===== config.mk =====
export PLATFORM = sky130hd
export DESIGN_NAME = isolated_fast_serial_link
export DESIGN_NICKNAME = d
export VERILOG_FILES = /design/src/logic/byte_fifo.v /design/src/logic/isolated_fast_serial_link.v
export VERILOG_INCLUDE_DIRS = /design/src /design/src/logic
export SDC_FILE = /design/constraint.sdc
export NUM_CORES = 1
export LEC_CHECK = 0
export ABC_AREA = 1
export BUFFER_PORTS_ARGS = -buffer_cell sky130_fd_sc_hd__buf_2
export CORE_MARGIN = 1
export CORE_UTILIZATION = 30
export DETAILED_ROUTE_END_ITERATION = 16
export GPL_ROUTABILITY_DRIVEN = 0
export PLACE_DENSITY = 0.41
export SYNTH_ARGS = -nofsm -noshare
export SYNTH_HDL_FRONTEND = slang
export SYNTH_SLANG_ARGS = --single-unit

===== constraint.sdc =====
create_clock -name clock_i -period 2.8 [get_ports clock_i]
set_input_delay 0.56 -clock clock_i [delete_from_list [all_inputs] [get_ports clock_i]]
set_output_delay 0.56 -clock clock_i [all_outputs]
set_load 0.02 [all_outputs]

===== src/logic/iso_serial_regs.vh =====
// constants for the isolated fast serial link: frame layout, commands, fifo shape
// assumes inclusion by bare name from the link module
`ifndef ISO_SERIAL_REGS_VH
`define ISO_SERIAL_REGS_VH

// ==========================================================
// frame layout
`define ISL_START_LEVEL 1'b0
`define ISL_IDLE_LEVEL 1'b1
`define ISL_TX_LAST_IDX 4'h9
`define ISL_RX_FIRST_DATA_IDX 4'h0
`define ISL_RX_TARGET_CHANNEL_BIT_IDX 4'h8
`define ISL_DATA_BITS 8
`define ISL_CHAN_A 1'b0
`define ISL_CHAN_B 1'b1

// ==========================================================
// mode-select command values
`define ISL_MODE_HOLD 8'h10
`define ISL_MODE_RUN 8'h00

// ==========================================================
// transmit fifo shape
`define ISL_FIFO_WIDTH 9
`define ISL_FIFO_DEPTH 16
`define ISL_FIFO_AW 4

`endif


===== src/logic/byte_fifo.v =====
// synchronous fifo with valid/ready on both sides
// assumes one clock, synchronous active-high reset and a clock enable
`timescale 1ns/1ps

module byte_fifo #(
  parameter WIDTH = 9,
  parameter DEPTH = 16,
  parameter AW = 4
) (
  input wire clock_i,
  input wire reset_i,
  input wire clk_en_i,
  input wire s_valid_i,
  input wire [WIDTH-1:0] s_data_i,
  output wire s_ready_o,
  output wire m_valid_o,
  output wire [WIDTH-1:0] m_data_o,
  input wire m_ready_i
);

  // ==========================================================
  // storage and pointers
  reg [WIDTH-1:0] mem_q [0:DEPTH-1];
  reg [AW:0] wr_ptr_q;
  reg [AW:0] rd_ptr_q;
  wire full;
  wire empty;
  wire push;
  wire pop;

  // extra pointer bit tells full from empty
  assign empty = (wr_ptr_q == rd_ptr_q);
  assign full = (wr_ptr_q[AW] != rd_ptr_q[AW]) && (wr_ptr_q[AW-1:0] == rd_ptr_q[AW-1:0]);
  assign s_ready_o = ~full;
  assign m_valid_o = ~empty;
  assign m_data_o = mem_q[rd_ptr_q[AW-1:0]];
  assign push = s_valid_i && ~full && clk_en_i;
  assign pop = m_ready_i && ~empty && clk_en_i;

  always @(posedge clock_i) begin
    if (push) begin
      mem_q[wr_ptr_q[AW-1:0]] <= s_data_i;
    end
  end

  always @(posedge clock_i) begin
    if (reset_i) begin
      wr_ptr_q <= {(AW+1){1'b0}};
      rd_ptr_q <= {(AW+1){1'b0}};
    end else begin
      if (push) begin
        wr_ptr_q <= wr_ptr_q + 1'b1;
      end
      if (pop) begin
        rd_ptr_q <= rd_ptr_q + 1'b1;
      end
    end
  end

endmodule // byte_fifo


===== src/logic/isolated_fast_serial_link.v =====
// four-wire isolated serial port moving bytes between two internal channels
// assumes the far end drives iso_serial_clock well below clock_i/4 (bench: 800 ns)
// Function
// - when any channel uses this mode, the serial pins live on channel B only.
// - mode enabled only by configuration memory selection bits.
// - mode command 10 holds the serial engine in reset; 0 releases it.
// - while held, host bytes are still accepted but not sent out.
// - a transmit frame begins with a low start bit.
// - no transmit frame starts while a receive frame is in progress.
// - outgoing byte follows the start bit, least significant bit first.
// - last outgoing bit names the source: 0 channel A, 1 channel B.
// - after a start bit, clear-to-send drops at the next rising clock edge.
// - eight data bits 0 to 7 are captured least significant first.
// - last incoming bit steers byte; disabled target falls back to the other.
// - with neither channel in this mode, the whole function stays disabled.
// - clear-to-send stays low after data bit 0 until another byte fits.
`timescale 1ns/1ps
`include "iso_serial_regs.vh"

module isolated_fast_serial_link #(
  parameter FIFO_WIDTH = `ISL_FIFO_WIDTH,
  parameter FIFO_DEPTH = `ISL_FIFO_DEPTH,
  parameter FIFO_AW = `ISL_FIFO_AW
) (
  input wire clock_i,
  input wire reset_i,
  input wire clk_en_i,
  input wire cfg_chan_a_fast_i,
  input wire cfg_chan_b_fast_i,
  input wire mode_cmd_valid_i,
  input wire [7:0] mode_cmd_value_i,
  input wire tx_a_valid_i,
  input wire [7:0] tx_a_data_i,
  output wire tx_a_ready_o,
  input wire tx_b_valid_i,
  input wire [7:0] tx_b_data_i,
  output wire tx_b_ready_o,
  output wire [7:0] rx_data_o,
  output wire rx_a_valid_o,
  input wire rx_a_ready_i,
  output wire rx_b_valid_o,
  input wire rx_b_ready_i,
  input wire iso_serial_clock_i,
  input wire iso_serial_in_i,
  output wire iso_serial_out_o,
  output wire iso_clear_to_send_o,
  output wire chan_b_pins_fast_o,
  output wire engine_held_o
);

  // ==========================================================
  // pin synchronisers
  reg sclk_meta_q;
  reg sclk_sync_q;
  reg sclk_prev_q;
  reg sin_meta_q;
  reg sin_sync_q;
  wire sclk_rise;
  wire sclk_fall;

  always @(posedge clock_i) begin
    if (reset_i) begin
      sclk_meta_q <= 1'b0;
      sclk_sync_q <= 1'b0;
      sclk_prev_q <= 1'b0;
      sin_meta_q <= 1'b1;
      sin_sync_q <= 1'b1;
    end else if (clk_en_i) begin
      sclk_meta_q <= iso_serial_clock_i;
      sclk_sync_q <= sclk_meta_q;
      sclk_prev_q <= sclk_sync_q;
      sin_meta_q <= iso_serial_in_i;
      sin_sync_q <= sin_meta_q;
    end
  end

  // edges of the far end's clock are the only pacing the engine has
  assign sclk_rise = clk_en_i && sclk_sync_q && ~sclk_prev_q;
  assign sclk_fall = clk_en_i && ~sclk_sync_q && sclk_prev_q;

  // ==========================================================
  // configuration and soft reset
  reg cfg_a_q;
  reg cfg_b_q;
  reg hold_q;
  wire fn_en;
  wire running;

  // straps caught while reset is applied, held until the next reset
  always @(posedge clock_i) begin
    if (reset_i) begin
      cfg_a_q <= cfg_chan_a_fast_i;
      cfg_b_q <= cfg_chan_b_fast_i;
    end
  end

  always @(posedge clock_i) begin
    if (reset_i) begin
      hold_q <= 1'b0;
    end else if (clk_en_i && mode_cmd_valid_i) begin
      if (mode_cmd_value_i == `ISL_MODE_HOLD) begin
        hold_q <= 1'b1;
      end else if (mode_cmd_value_i == `ISL_MODE_RUN) begin
        hold_q <= 1'b0;
      end
    end
  end

  assign fn_en = cfg_a_q | cfg_b_q;
  assign running = fn_en && ~hold_q;
  assign chan_b_pins_fast_o = fn_en;
  assign engine_held_o = hold_q;

  // ==========================================================
  // host side transmit arbiter
  reg prio_b_q;
  wire a_ok;
  wire b_ok;
  wire fifo_s_ready;
  wire push_a;
  wire push_b;
  wire [FIFO_WIDTH-1:0] fifo_s_data;

  // intake stays open in soft reset so the host can queue bytes
  assign a_ok = fn_en && cfg_a_q;
  assign b_ok = fn_en && cfg_b_q;
  assign tx_a_ready_o = fifo_s_ready && a_ok && ~(b_ok && tx_b_valid_i && prio_b_q);
  assign tx_b_ready_o = fifo_s_ready && b_ok && ~(a_ok && tx_a_valid_i && ~prio_b_q);
  assign push_a = tx_a_valid_i && tx_a_ready_o;
  assign push_b = tx_b_valid_i && tx_b_ready_o;
  assign fifo_s_data = push_b ? {`ISL_CHAN_B, tx_b_data_i} : {`ISL_CHAN_A, tx_a_data_i};

  // alternate so neither channel can starve the other
  always @(posedge clock_i) begin
    if (reset_i) begin
      prio_b_q <= 1'b0;
    end else if (clk_en_i && (push_a || push_b)) begin
      prio_b_q <= push_a;
    end
  end

  // ==========================================================
  // transmit fifo
  wire fifo_m_valid;
  wire [FIFO_WIDTH-1:0] fifo_m_data;
  wire tx_pop;

  byte_fifo #(
    .WIDTH(FIFO_WIDTH),
    .DEPTH(FIFO_DEPTH),
    .AW(FIFO_AW)
  ) tx_fifo (
    .clock_i(clock_i),
    .reset_i(reset_i),
    .clk_en_i(clk_en_i),
    .s_valid_i(push_a || push_b),
    .s_data_i(fifo_s_data),
    .s_ready_o(fifo_s_ready),
    .m_valid_o(fifo_m_valid),
    .m_data_o(fifo_m_data),
    .m_ready_i(tx_pop)
  );

  // ==========================================================
  // transmit engine
  reg tx_active_q;
  reg [3:0] tx_cnt_q;
  reg [FIFO_WIDTH-1:0] tx_shift_q;
  reg tx_rose_q;
  reg out_q;
  reg rx_active_q;
  wire rx_start;

  // a start seen in this very cycle also blocks the pop, else both engines would claim the link
  assign tx_pop = clk_en_i && fifo_m_valid && running && ~tx_active_q && ~rx_active_q && ~rx_start;

  always @(posedge clock_i) begin
    if (reset_i || (clk_en_i && ~running)) begin
      tx_active_q <= 1'b0;
      tx_cnt_q <= 4'h0;
      tx_shift_q <= {FIFO_WIDTH{1'b0}};
      tx_rose_q <= 1'b0;
      out_q <= `ISL_IDLE_LEVEL;
    end else if (clk_en_i) begin
      if (tx_pop) begin
        tx_active_q <= 1'b1;
        tx_cnt_q <= 4'h0;
        tx_shift_q <= fifo_m_data;
        tx_rose_q <= 1'b0;
        out_q <= `ISL_START_LEVEL;
      end else if (tx_active_q) begin
        if (sclk_rise) begin
          tx_rose_q <= 1'b1;
        end
        // move on only once the far end has sampled the current bit
        if (sclk_fall && tx_rose_q) begin
          tx_rose_q <= 1'b0;
          if (tx_cnt_q == `ISL_TX_LAST_IDX) begin
            tx_active_q <= 1'b0;
            out_q <= `ISL_IDLE_LEVEL;
          end else begin
            tx_cnt_q <= tx_cnt_q + 4'h1;
            out_q <= tx_shift_q[0];
            tx_shift_q <= {1'b0, tx_shift_q[FIFO_WIDTH-1:1]};
          end
        end
      end
    end
  end

  // ==========================================================
  // receive engine
  reg [3:0] rx_cnt_q;
  reg [7:0] rx_shift_q;
  reg cts_q;
  reg hold_valid_q;
  reg hold_to_b_q;
  reg [7:0] hold_data_q;
  wire rx_done;
  wire target_channel_bit_b;
  wire hold_take;

  // a start is honoured only when clear-to-send was up for it
  assign rx_start = sclk_rise && running && ~rx_active_q && ~tx_active_q
    && (sin_sync_q == `ISL_START_LEVEL) && cts_q;
  assign rx_done = sclk_rise && rx_active_q && (rx_cnt_q == `ISL_RX_TARGET_CHANNEL_BIT_IDX);

  // disabled target channel falls back to the other one
  assign target_channel_bit_b = sin_sync_q ? cfg_b_q : ~cfg_a_q;

  always @(posedge clock_i) begin
    if (reset_i || (clk_en_i && ~running)) begin
      rx_active_q <= 1'b0;
      rx_cnt_q <= 4'h0;
      rx_shift_q <= 8'h00;
    end else if (clk_en_i) begin
      if (rx_start) begin
        rx_active_q <= 1'b1;
        rx_cnt_q <= `ISL_RX_FIRST_DATA_IDX;
      end else if (rx_active_q && sclk_rise) begin
        if (rx_cnt_q == `ISL_RX_TARGET_CHANNEL_BIT_IDX) begin
          rx_active_q <= 1'b0;
        end else begin
          rx_shift_q <= {sin_sync_q, rx_shift_q[7:1]};
          rx_cnt_q <= rx_cnt_q + 4'h1;
        end
      end
    end
  end

  // ==========================================================
  // received byte holding register
  assign hold_take = hold_valid_q &&
    ((hold_to_b_q && rx_b_ready_i) || (~hold_to_b_q && rx_a_ready_i));

  always @(posedge clock_i) begin
    if (reset_i) begin
      hold_valid_q <= 1'b0;
      hold_to_b_q <= 1'b0;
      hold_data_q <= 8'h00;
    end else if (clk_en_i) begin
      if (rx_done) begin
        hold_valid_q <= 1'b1;
        hold_to_b_q <= target_channel_bit_b;
        hold_data_q <= rx_shift_q;
      end else if (hold_take) begin
        hold_valid_q <= 1'b0;
      end
    end
  end

  // ==========================================================
  // clear to send
  // one holding word means one byte of credit; the far end waits meanwhile
  always @(posedge clock_i) begin
    if (reset_i) begin
      cts_q <= 1'b0;
    end else if (clk_en_i) begin
      if (~running) begin
        cts_q <= 1'b0;
      end else if (rx_active_q) begin
        if (sclk_rise && (rx_cnt_q == `ISL_RX_FIRST_DATA_IDX)) begin
          cts_q <= 1'b0;
        end
      end else if (rx_done || hold_valid_q) begin
        cts_q <= 1'b0;
      end else begin
        cts_q <= 1'b1;
      end
    end
  end

  // ==========================================================
  // outputs
  assign rx_data_o = hold_data_q;
  assign rx_a_valid_o = hold_valid_q && ~hold_to_b_q;
  assign rx_b_valid_o = hold_valid_q && hold_to_b_q;
  assign iso_serial_out_o = out_q;
  assign iso_clear_to_send_o = cts_q;

endmodule // isolated_fast_serial_link


==> flow_metrics.tcl <==
set metrics [dict create \
    clockPowerShare_pct 45.2 \
    nets 1057 \
    drt_pass1_iterations 4 \
    yosysSeqAreaShare_pct 63.2 \
    synth.area.top_cells "edfxtp_1 49%, dfxtp_1 14%, nand2_1 10%, nor2_1 6.1%, nand3_1 5.4%" \
    yosysTopAreaCellShare_pct 49.5 \
    cpMostUsedCell "nand2_1" \
    skew_ns 0.0227 \
    cts_sinks 207 \
    cp_slowest_cell "dfxtp_1" \
    post_cts_buffers 0 \
    dp_hpwl_um 16100 \
    clockBufferDepth 3 \
    reg2reg_to "tx_fifo.mem_q[15][0]" \
    power_frac_comb_pct 9.8 \
    ys.flop_type "edfxtp_1" \
    io_pins 52 \
    antenna_cells 0 \
    final_common_cell "nand2_1" \
    critPathMaxStageDelay_ns 0.44 \
    synth_area_per_cell_um2 9.50 \
    grt_pass1_wl_um 38800 \
    rsz0062_at_grt "false" \
    routed_wl_um 25100 \
    path_class "reg -> out" \
    core.rowCount 62 \
    met3_usage_pct 2.38 \
    busiest_layer "met2" \
    p_leak_nw 4.14 \
    slew_violations 0 \
    cp_top_family "simple AND/OR/NAND/NOR gates" \
    period_share_pct 86.1 \
    start_util_pct 30.7 \
    drv_cap 0 \
    ctsHoldBuffers 0 \
    synth_cell_types 37 \
    finalPower_mw 7.52 \
    period_needed_ns 2.41 \
    drtAntennaViolNets 0 \
    cts-buffers-inserted 25 \
    pwr-share-seq_pct 44.9 \
    cp_data_arrival_time_ns 1.85 \
    grt.overflow.total 0 \
    worstPathCellList "inv_1 > nand2_1 > nand2_1 > nor2_1 > nand3_2 > nand2_1 > inv_1 > buf_2" \
    finalSetupViolCount 0 \
    peakVddDrop_mv 0.417 \
    die_w_um 174 \
    cts_root_buf "clkbuf_16" \
    cp-end-kind "output pin" \
    grt_max_degree 73 \
    drt_iter0_drc 412 \
    hold_start "cfg_chan_a_fast_i" \
    worstSkewPairLatency_ns 0.54 \
    async_flop_share_pct 0 \
    path_max_fanout 6 \
    syn-num-nets 978 \
    swShare_pct 24.8 \
    cp-start-kind "flip-flop" \
    layout-drive-gt1-share_pct 14.3 \
    die_y_um 174 \
    fmax_mhz 415 \
    final_cell_mix "247 x nand2_1, 146 x edfxtp_1, 144 x nor2_1" \
    die_area_um2 30200 \
    worstMarginPinSlew_ns 0.651 \
    met2_usage_pct 27.0 \
    vias_per_cell 4.58 \
    crit-reg2reg-launch "tx_fifo.wr_ptr_q[1]" \
    reg2reg_depth 11 \
    hold_viol_final 0 \
    syn_area_um2 8860 \
    place_area_um2 9740 \
    core_region_area_um2 28900 \
    cts_resized 0 \
    vias 6485 \
    cts_tree "done" \
    run_status "finished, final reports clean" \
    grtUsageMet1_pct 23.9 \
    cts.htree.levels 1 \
    synth_area_leader_cell "edfxtp_1" \
    synth_edf_count 146 \
    fin_ws_ns 0.389 \
    area_delta_synth_final_pct 19.5 \
    yosys_warnings 0 \
    ys_seq_elements 207 \
    dpl_worst_slack_ns 0.371 \
    critPathRequiredTime_ns 2.24 \
    wire_per_inst_um 17.8 \
    synthCells 933 \
    path_clk_slew_ns 0.06 \
    portBuffers 51 \
    design_area_um2 10600 \
    hp-class "in -> reg" \
    grt_pass1_vias 6385 \
    route.detailed.drc 0 \
    switching_power_mw 1.86 \
    slew_headroom_pct 56.5 \
    whs_endpoint "cfg_a_q" \
    r2r_slack_ns 0.40 \
    power_per_cell_area_nw_per_um2 710 \
    setup_tns_ns 0 \
    crit_buf_inv 3 \
    worstHoldPathCells 1 \
    p_int_mw 5.65 \
    track_usage_pct 16.9 \
    grt_antenna_before_repair 0 \
]
-- stage by stage --
| step | hold slack (ns) | std cells | util, % |
|---|---|---|---|
| final | 0.214 | 1415 | 36.7 |
| after global routing | 0.187 | 1415 | 36.7 |
| after CTS | 0.190 | 1415 | 36.7 |
| after global placement | 0.441 | 1369 | 33.7 |
| after detailed placement | 0.439 | 1369 | 33.7 |
| after floorplan | 0.426 | 933 | - |
-- cells in the mapped netlist (9+ instances only) --
library cell,count
inv_1,46
edfxtp_1,146
a21oi_1,32
nand2_1,247
buf_2,15
nor2_1,144
o21ai_0,60
dfxtp_1,61
ha_1,9
o21ai_1,10
nand3_1,95
clkbuf_1,15
-- power groups by stage --
stage / logic [mW] / registers, mW / clock network [mW]
after CTS: 0.758 / 3.38 / 3.47
final: 0.740 / 3.38 / 3.40
after detailed placement: 0.756 / 3.44 / 0
after global routing: 0.848 / 3.38 / 3.59
after floorplan: 0.493 / 3.43 / 0
after global placement: 0.761 / 3.44 / 0
-- flip-flops by register name, indices dropped and copies added, names as in the netlist, 4 cells and up, named ones only --
signal	count
rx_shift_q	8
tx_shift_q	9
tx_fifo.wr_ptr_q	5
rx_cnt_q	4
tx_fifo.rd_ptr_q	5
tx_cnt_q	4
tx_fifo.mem_q	144
rx_data_o	8
-- how the worst max path moves through the flow --
stage,from,endpoint,slack (ns),cells after the start
after floorplan,clk_en_i,tx_fifo.mem_q[0][0],0.73,6
after global routing,tx_fifo.wr_ptr_q[0],tx_fifo.mem_q[14][0],0.13,11
final,tx_fifo.wr_ptr_q[1],tx_b_ready_o,0.39,8
after global placement,tx_fifo.wr_ptr_q[0],tx_fifo.mem_q[8][0],0.40,11
after CTS,tx_fifo.wr_ptr_q[0],tx_b_ready_o,0.35,8
after detailed placement,tx_fifo.wr_ptr_q[1],tx_fifo.mem_q[8][0],0.37,11
-- area by class of cell --
type,instances,area (um2)
Tap cell,384,480
Timing Repair Buffer,89,566
Inverter,56,210
Clock inverter,17,214
Multi-Input combinational cell,633,2870
Fill cell,2988,18300
Clock buffer,29,641
Sequential cell,207,5610
-- routing by layer --
metal	share of wire, %	routed length (um)
met5	0	0
met2	45	11400
met4	2.0	504
met3	4.5	1130
met1	48	12100
-- cell families after synthesis --
family	after synthesis	share of synthesized area [%]
DFF	207	63.2
and+or+nand+nor	509	24.0
adders and majority gates	9	1.27
AOI/OAI and AO/OA	108	6.49
xor gates and xnor gates	7	0.692
buffers and inverters	93	4.36
No activity file was read; power rests on OpenSTA's default activity.
